==> config.mk <==
export PLATFORM = sky130hd
export DESIGN_NAME = php_port
export DESIGN_NICKNAME = d
export VERILOG_FILES = /design/src/core/php_pkg.sv /design/src/core/php_port.sv
export SDC_FILE = /design/constraint.sdc
export NUM_CORES = 1
export LEC_CHECK = 0
export ABC_CLOCK_PERIOD_IN_PS = 2800
export BUFFER_PORTS_ARGS = -buffer_cell sky130_fd_sc_hd__buf_2
export CAP_MARGIN = 20
export CORE_ASPECT_RATIO = 0.8
export CORE_MARGIN = 3
export CORE_UTILIZATION = 41
export CTS_BUF_LIST = sky130_fd_sc_hd__clkbuf_16
export CTS_CLUSTER_SIZE = 28
export DETAILED_ROUTE_END_ITERATION = 7
export GPL_ROUTABILITY_DRIVEN = 0
export SYNTH_ARGS = -nofsm -noshare
export SYNTH_HDL_FRONTEND = slang
export SYNTH_SLANG_ARGS = --single-unit
==> constraint.sdc <==
create_clock -name aclk -period 2.8 [get_ports aclk]
set_clock_uncertainty 0.2 [all_clocks]
set_input_delay 0.7 -clock aclk [delete_from_list [all_inputs] [get_ports aclk]]
set_output_delay 0.7 -clock aclk [all_outputs]
set_load 0.01 [all_outputs]
==> src/core/php_pkg.sv <==
// constants, layouts and pin bundles of the parallel handshake port
package php_pkg;

  // ---------------------------------------------------------------
  // clock and handshake timing
  // ---------------------------------------------------------------
  localparam int CLK_PERIOD_NS = 20;
  localparam int IN_LAT8_NS    = 500;
  localparam int IN_LAT16_NS   = 920;
  // typical figures, rounded down to whole cycles
  localparam int IN_LAT8_CYC   = (IN_LAT8_NS / CLK_PERIOD_NS) < 1 ? 1 : IN_LAT8_NS / CLK_PERIOD_NS;
  localparam int IN_LAT16_CYC  = (IN_LAT16_NS / CLK_PERIOD_NS) < 1 ? 1 : IN_LAT16_NS / CLK_PERIOD_NS;
  localparam int LAT_W         = 6;

  // ---------------------------------------------------------------
  // register map (byte addresses)
  // ---------------------------------------------------------------
  localparam int          ADDR_W      = 4;
  localparam logic [3:0] REG_CTRL    = 4'h0;
  localparam logic [3:0] REG_STATUS  = 4'h4;
  localparam logic [3:0] REG_RXDATA  = 4'h8;
  localparam logic [3:0] REG_TXDATA  = 4'hC;
  // control fields
  localparam int CTRL_MODE16  = 0;
  localparam int CTRL_IN_EN   = 1;
  // status fields
  localparam int ST_IN_READY  = 0;
  localparam int ST_OUT_WAIT  = 1;
  localparam int ST_RX_VALID  = 2;
  localparam int ST_BUSY      = 3;
  localparam logic [1:0] RESP_OKAY   = 2'h0;
  localparam logic [1:0] RESP_SLVERR = 2'h2;
  localparam logic       MODE16_RST  = 1'h0;

  // ---------------------------------------------------------------
  // pin bundles
  // ---------------------------------------------------------------
  typedef struct packed {
    logic [7:0] high_input_byte;
    logic [7:0] low_input_byte;
    logic       low_byte_latch_strobe;
    logic       high_byte_latch_strobe;
    logic       input_toggle_enable;
    logic       input_toggle_strobe;
    logic       process_start_n;
    logic       output_toggle_enable;
    logic       output_clear_strobe;
    logic       low_out_drive_en_n;
    logic       high_out_drive_en_n;
  } php_pins_in_t;

  typedef struct packed {
    logic       input_ready_line;
    logic       output_ready_line;
    logic [7:0] high_output_byte;
    logic [7:0] low_output_byte;
    logic       high_output_byte_oe;
    logic       low_output_byte_oe;
  } php_pins_out_t;

endpackage

==> src/core/php_port.sv <==
// parallel handshake port: pin logic and AXI4-Lite register slave
`timescale 1ns/1ps
`default_nettype none
module php_port (
  input  wire logic                  aclk,
  input  wire logic                  aresetn,
  input  wire logic [3:0]            s_axi_awaddr,
  input  wire logic                  s_axi_awvalid,
  output logic                       s_axi_awready,
  input  wire logic [31:0]           s_axi_wdata,
  input  wire logic [3:0]            s_axi_wstrb,
  input  wire logic                  s_axi_wvalid,
  output logic                       s_axi_wready,
  output logic [1:0]                 s_axi_bresp,
  output logic                       s_axi_bvalid,
  input  wire logic                  s_axi_bready,
  input  wire logic [3:0]            s_axi_araddr,
  input  wire logic                  s_axi_arvalid,
  output logic                       s_axi_arready,
  output logic [31:0]                s_axi_rdata,
  output logic [1:0]                 s_axi_rresp,
  output logic                       s_axi_rvalid,
  input  wire logic                  s_axi_rready,
  input  wire php_pkg::php_pins_in_t  pins_in,
  output php_pkg::php_pins_out_t      pins_out
);
  import php_pkg::*;

  // ---------------------------------------------------------------
  // input synchronisers
  // ---------------------------------------------------------------
  php_pins_in_t meta_q;
  php_pins_in_t sync_q;
  php_pins_in_t prev_q;

  // stage one is read by stage two only
  always_ff @(posedge aclk) begin
    meta_q <= pins_in;
    sync_q <= meta_q;
    prev_q <= sync_q;
  end

  logic in_tgl;
  logic in_tgl_prev;
  logic out_tgl;
  logic out_tgl_prev;
  logic lo_rise;
  logic hi_rise;
  logic in_tgl_rise;
  logic out_tgl_rise;
  logic start_rise;

  assign in_tgl       = ~(sync_q.input_toggle_enable & sync_q.input_toggle_strobe);
  assign in_tgl_prev  = ~(prev_q.input_toggle_enable & prev_q.input_toggle_strobe);
  assign out_tgl      = ~(sync_q.output_toggle_enable & sync_q.output_clear_strobe);
  assign out_tgl_prev = ~(prev_q.output_toggle_enable & prev_q.output_clear_strobe);
  assign in_tgl_rise  = in_tgl & ~in_tgl_prev & aresetn;
  assign out_tgl_rise = out_tgl & ~out_tgl_prev & aresetn;
  assign lo_rise      = sync_q.low_byte_latch_strobe & ~prev_q.low_byte_latch_strobe & aresetn;
  assign hi_rise      = sync_q.high_byte_latch_strobe & ~prev_q.high_byte_latch_strobe & aresetn;
  assign start_rise   = sync_q.process_start_n & ~prev_q.process_start_n & aresetn;

  // ---------------------------------------------------------------
  // register bus decode
  // ---------------------------------------------------------------
  logic        aw_held_q;
  logic [3:0]  aw_addr_q;
  logic        w_held_q;
  logic [31:0] w_data_q;
  logic [3:0]  w_strb_q;
  logic        wr_go;
  logic        wr_ctrl;
  logic        wr_tx;
  logic        rd_go;
  logic        rd_rx;

  assign wr_go   = aw_held_q & w_held_q & ~s_axi_bvalid;
  assign wr_ctrl = wr_go & (aw_addr_q == REG_CTRL);
  assign wr_tx   = wr_go & (aw_addr_q == REG_TXDATA);
  assign rd_go   = s_axi_arvalid & s_axi_arready;
  assign rd_rx   = rd_go & (s_axi_araddr == REG_RXDATA);

  // ---------------------------------------------------------------
  // input side
  // ---------------------------------------------------------------
  logic             mode16_q;
  logic [7:0]       lo_latch_q;
  logic [7:0]       hi_latch_q;
  logic [15:0]      rx_data_q;
  logic             rx_valid_q;
  logic             busy_q;
  logic [LAT_W-1:0] lat_cnt_q;
  logic             input_ready_q;

  always_ff @(posedge aclk) begin
    if (!aresetn) begin
      lo_latch_q <= 8'h00;
      hi_latch_q <= 8'h00;
    end else begin
      if (lo_rise) begin
        lo_latch_q <= sync_q.low_input_byte;
      end
      if (hi_rise && mode16_q) begin
        hi_latch_q <= sync_q.high_input_byte;
      end
    end
  end

  // a start edge hands the latches to software; a read clears the flag unless a new start lands
  always_ff @(posedge aclk) begin
    if (!aresetn) begin
      rx_data_q  <= 16'h0000;
      rx_valid_q <= 1'b0;
    end else if (start_rise) begin
      rx_data_q  <= {mode16_q ? hi_latch_q : 8'h00, lo_latch_q};
      rx_valid_q <= 1'b1;
    end else if (rd_rx) begin
      rx_valid_q <= 1'b0;
    end
  end

  always_ff @(posedge aclk) begin
    if (!aresetn) begin
      busy_q    <= 1'b0;
      lat_cnt_q <= '0;
    end else if (start_rise) begin
      busy_q    <= 1'b1;
      lat_cnt_q <= mode16_q ? LAT_W'(IN_LAT16_CYC - 1) : LAT_W'(IN_LAT8_CYC - 1);
    end else if (busy_q) begin
      if (lat_cnt_q == '0) begin
        busy_q <= 1'b0;
      end else begin
        lat_cnt_q <= lat_cnt_q - LAT_W'(1);
      end
    end
  end

  // the toggle edge wins over software enabling in the same cycle
  always_ff @(posedge aclk) begin
    if (!aresetn) begin
      input_ready_q <= 1'b0;
    end else if (in_tgl_rise) begin
      input_ready_q <= 1'b0;
    end else if (busy_q && lat_cnt_q == '0) begin
      input_ready_q <= 1'b1;
    end else if (wr_ctrl && w_strb_q[0] && w_data_q[CTRL_IN_EN]) begin
      input_ready_q <= 1'b1;
    end
  end

  always_ff @(posedge aclk) begin
    if (!aresetn) begin
      mode16_q <= MODE16_RST;
    end else if (wr_ctrl && w_strb_q[0]) begin
      mode16_q <= w_data_q[CTRL_MODE16];
    end
  end

  // ---------------------------------------------------------------
  // output side
  // ---------------------------------------------------------------
  logic       out_wait_q;
  logic [7:0] lo_out_q;
  logic [7:0] hi_out_q;
  logic       lo_oe_q;
  logic       hi_oe_q;

  // the accept edge wins over a new load in the same cycle
  always_ff @(posedge aclk) begin
    if (!aresetn) begin
      out_wait_q <= 1'b0;
    end else if (out_tgl_rise) begin
      out_wait_q <= 1'b0;
    end else if (wr_tx) begin
      out_wait_q <= 1'b1;
    end
  end

  always_ff @(posedge aclk) begin
    if (!aresetn) begin
      lo_out_q <= 8'h00;
      hi_out_q <= 8'h00;
    end else if (wr_tx) begin
      if (w_strb_q[0]) begin
        lo_out_q <= w_data_q[7:0];
      end
      if (w_strb_q[1]) begin
        hi_out_q <= w_data_q[15:8];
      end
    end
  end

  always_ff @(posedge aclk) begin
    if (!aresetn) begin
      lo_oe_q <= 1'b0;
      hi_oe_q <= 1'b0;
    end else begin
      lo_oe_q <= ~sync_q.low_out_drive_en_n;
      hi_oe_q <= ~sync_q.high_out_drive_en_n;
    end
  end

  assign pins_out.input_ready_line    = input_ready_q;
  assign pins_out.output_ready_line   = out_wait_q;
  assign pins_out.low_output_byte     = lo_out_q;
  assign pins_out.high_output_byte    = hi_out_q;
  assign pins_out.low_output_byte_oe  = lo_oe_q;
  assign pins_out.high_output_byte_oe = hi_oe_q;

  // ---------------------------------------------------------------
  // AXI4-Lite slave
  // ---------------------------------------------------------------
  always_ff @(posedge aclk) begin
    if (!aresetn) begin
      aw_held_q <= 1'b0;
      aw_addr_q <= 4'h0;
      w_held_q  <= 1'b0;
      w_data_q  <= 32'h0000_0000;
      w_strb_q  <= 4'h0;
    end else begin
      if (s_axi_awvalid && s_axi_awready) begin
        aw_held_q <= 1'b1;
        aw_addr_q <= s_axi_awaddr;
      end else if (wr_go) begin
        aw_held_q <= 1'b0;
      end
      if (s_axi_wvalid && s_axi_wready) begin
        w_held_q <= 1'b1;
        w_data_q <= s_axi_wdata;
        w_strb_q <= s_axi_wstrb;
      end else if (wr_go) begin
        w_held_q <= 1'b0;
      end
    end
  end

  logic awready_q;
  logic wready_q;
  logic arready_q;
  logic bvalid_nx;

  // ready flags are registered copies of what the held and valid flops hold next, so timing is unchanged
  assign bvalid_nx = wr_go | (s_axi_bvalid & ~s_axi_bready);
  always_ff @(posedge aclk) begin
    if (!aresetn) begin
      awready_q <= 1'b1;
      wready_q  <= 1'b1;
      arready_q <= 1'b1;
    end else begin
      awready_q <= ~(s_axi_awvalid & s_axi_awready) & ~(aw_held_q & ~wr_go) & ~bvalid_nx;
      wready_q  <= ~(s_axi_wvalid & s_axi_wready) & ~(w_held_q & ~wr_go) & ~bvalid_nx;
      arready_q <= ~rd_go & ~(s_axi_rvalid & ~s_axi_rready);
    end
  end

  assign s_axi_awready = awready_q;
  assign s_axi_wready  = wready_q;

  always_ff @(posedge aclk) begin
    if (!aresetn) begin
      s_axi_bvalid <= 1'b0;
      s_axi_bresp  <= RESP_OKAY;
    end else if (wr_go) begin
      s_axi_bvalid <= 1'b1;
      s_axi_bresp  <= (aw_addr_q == REG_CTRL || aw_addr_q == REG_TXDATA) ? RESP_OKAY : RESP_SLVERR;
    end else if (s_axi_bready) begin
      s_axi_bvalid <= 1'b0;
    end
  end

  assign s_axi_arready = arready_q;

  always_ff @(posedge aclk) begin
    if (!aresetn) begin
      s_axi_rvalid <= 1'b0;
      s_axi_rdata  <= 32'h0000_0000;
      s_axi_rresp  <= RESP_OKAY;
    end else if (rd_go) begin
      s_axi_rvalid <= 1'b1;
      s_axi_rresp  <= RESP_OKAY;
      case (s_axi_araddr)
        REG_CTRL:   s_axi_rdata <= {31'h0000_0000, mode16_q};
        REG_STATUS: s_axi_rdata <= {28'h000_0000, busy_q, rx_valid_q, out_wait_q, input_ready_q};
        REG_RXDATA: s_axi_rdata <= {16'h0000, rx_data_q};
        REG_TXDATA: s_axi_rdata <= {16'h0000, hi_out_q, lo_out_q};
        default: begin
          s_axi_rdata <= 32'h0000_0000;
          s_axi_rresp <= RESP_SLVERR;
        end
      endcase
    end else if (s_axi_rready) begin
      s_axi_rvalid <= 1'b0;
    end
  end

  // ---------------------------------------------------------------
  // assertions
  // ---------------------------------------------------------------
  localparam int A_LAT8  = IN_LAT8_CYC + 1;
  localparam int A_LAT16 = IN_LAT16_CYC + 1;
endmodule
`default_nettype wire

==> key figures <==
Floorplanning
  – Initial Util: 42.32%
  – Die W: 135.6 um
  – Die area: 0.01486 mm2
  – Die Ht: 109.6 um
  – Total core area: 0.01301 mm2
  – Core Rows: 37
  – Ports: 137

Clocking
  – H-tree levels: 4
  – Buffer count from post-CTS setup fixing: 0
  – Root Driver: clkbuf_16
  – Clock transition at path regs: 0.06 ns
  – Insertion delay to the later sink of the worst-skew pair: 0.42 ns
  – Cts hold-fix bufs: 0
  – Post_cts resized: 0
  – Total CTS buffers: 17
  – CTS Sinks: 165
  – CTS tree: built
  – CTS Buffer Depth: 2

Global route
  – First-pass GRT wire length: 19.31 mm
  – Number of global-route vias before repair: 3885
  – Congestion Overflow GR: 0
  – Total GRT Usage: 16.64%
  – Pin count of the biggest net entering global routing: 38
  – Initial antenna violation count: 0

Outcome
  – Status: completed

Detailed routing
  – Drc violations: 0
  – DR iter-0 viols: 241
  – DR WL/cell: 14.11 um
  – Via Count: 4103
  – First-pass DRT Iterations: 5
  – ANT nets after route: 0
  – Via density: 4.833
  – Final wirelength: 11.98 mm

Critical path
  – CP max FO: 8
  – CP max stage delay: 0.70 ns
  – CP required: 2.90 ns
  – Critical Path Source Type: register
  – CP arrival: 2.28 ns
  – Slowest cell on crit path: nor3b_1
  – Crit path buf inv count: 1
  – Critical path class: register to register
  – Largest delay share family, worst path: simple AND/OR/NAND/NOR gates
  – CP Cell Sequence: inv_1 -> ha_1 -> nor3b_1 -> a21oi_1 -> a2111oi_0
  – CP Capture Type: register

STA
  – Setup TNS: 0 ns
  – Worst-Margin Slew: 0.9109 ns
  – RSZ-0062 raised after global routing: false
  – Period utilization: 77.99%
  – Final Hold Fails: 0
  – Count of final max-slew check failures: 0
  – Final Critical Period: 2.184 ns
  – Final Setup Violations: 0
  – Slew headroom: 39.27%
  – Fmax: 0.4579 GHz
  – Worst Slack Setup Final: 0.6162 ns

Cells and area
  – # diodes: 0
  – Layout cells sized above 1: 21.22%
  – Footprint of the multi-input gates: 0.001936 mm2
  – Commonest non-fill, non-tap cells in the layout: dfxtp_1, nand2_1, buf_2, a21oi_1, o21ai_0
  – Layout area overhead: 21.68%
  – Reg area: 0.003303 mm2
  – Fillcell total: 1199
  – Most common cell after layout, fill and taps aside: dfxtp_1
  – NumNets Final: 740

Logic synthesis
  – Yosys reg bits: 165
  – Adder-cell share of the synthesized area: 0.4545%
  – Gate Count Post-Synth: 574
  – Post-synth top flop: dfxtp_1
  – FFs w/ async S/R, synth: 0%
  – XOR/XNOR Fraction of Synth Area: 0.1591%
  – Synth cell types: 47
  – Post-synth EDFFs: 0
  – Mapped Area: 0.005505 mm2
  – Largest family of logic cells by synthesized area: simple AND/OR/NAND/NOR gates
  – Fraction of the mapped netlist area in simple logic gates: 15.30%
  – Mux contribution to synthesized area: 4.455%
  – Ys Warns: 0
  – Syn Area/Cell: 9.591 um2
  – Compound-gate portion of the synthesized area: 13.45%
  – Seq/Total Area, Yosys: 60.00%

Pwr
  – Power density cells: 783.4 mW/mm2
  – P_leak: 2.751 nW
  – Max VDD drop: 0.4929 mV

Flow run
  – Max-cap viol count: 0

Placed design
  – # port buffers: 100
  – Detailed placement HPWL: 8.454 mm
  – Pre-CTS setup slack: 0.6561 ns

Worst hold path
  – Hold Crit Class: register to register
==> logic make-up after synthesis <==
group	Yosys count
AOI/OAI and AO/OA	135
xor gates and xnor gates	1
adders and majority gates	2
buffers and inverters	66
DFF	165
muxes	24
other	1
and+or+nand+nor	180
==> synthesized netlist by cell type (3+ instances only) <==
master      n  area share (%)
nor3_1      3            0.27
o21ai_0    44             4.0
buf_2       5            0.45
nand3_1    15             1.4
nor2b_1     5            0.57
nand4_1    18             2.0
nor2_1     15             1.0
a22oi_1     3            0.41
a21o_1      3            0.41
inv_1      11            0.75
buf_4      22             3.0
o31ai_1     3            0.41
a31oi_1     5            0.57
dfxtp_1   165              60
mux2i_1    20             3.6
a21oi_1    65             5.9
nand2_1   106             7.2
mux2_2      4            0.82
clkbuf_1   27             1.8
==> final cells by class <==
cell class,count,share of cell area [%]
sequential,165,49.31
multi-input combinational,360,28.89
timing repair buffer,107,8.442
clock buffer,17,6.350
tap,175,3.269
clock inverter,14,3.119
inverter,11,0.6164
==> metrics by stage <==
step	area (um2)	hold WS, ns	power (W)	std cells	utilization, %
floorplan	5569	0.1096	0.002727	591	-
global route	6699	0.1288	0.005435	849	51.50
detailed placement	6065	0.1121	0.002816	818	46.62
finish	6699	0.1221	0.005248	849	51.50
global placement	6065	0.1106	0.002805	818	46.62
CTS	6699	0.1258	0.005292	849	51.50
==> power breakdown <==
part / switching (W) / internal [W]
clock network: 0.000910 / 0.00157
registers: 0.0000555 / 0.00244
logic: 0.000163 / 0.000105
==> per-layer routing <==
| metal | vias to the layer above | share of wire, % | GRT usage, % | routed length (um) |
|---|---|---|---|---|
| met3 | 2 | 6.7 | 5.398 | 797 |
| met2 | 114 | 45 | 25.71 | 5407 |
| met4 | 0 | 0.17 | 4.532 | 20 |
| li1 | 2107 | - | - | - |
| met5 | - | 0 | 0 | 0 |
| met1 | 1880 | 48 | 22.58 | 5753 |
==> path summary, 6_finish.rpt <==
check | depth (start not counted) | endpoint | from | slack, ns
hold / removal | 0 | sync_q[4]$_DFF_P_ | meta_q[4]$_DFF_P_ | 0.12
hold reg to reg | 0 | sync_q[4]$_DFF_P_ | meta_q[4]$_DFF_P_ | 0.12
setup reg to reg | 5 | lat_cnt_q[1]$_SDFFE_PN0P_ | lat_cnt_q[0]$_SDFFE_PN0P_ | 0.62
setup / recovery | 5 | lat_cnt_q[1]$_SDFFE_PN0P_ | lat_cnt_q[0]$_SDFFE_PN0P_ | 0.62
==> flip-flops by register name, indices dropped and copies added (netlist names), 6 cells and up <==
register / count
prev_q: 7
lat_cnt_q: 6
hi_latch_q: 8
rx_data_q: 16
lo_out_q: 8
meta_q: 25
hi_out_q: 8
s_axi_rdata: 16
sync_q: 25
lo_latch_q: 8
w_data_q: 16
Power figures use the tool's default switching activity.
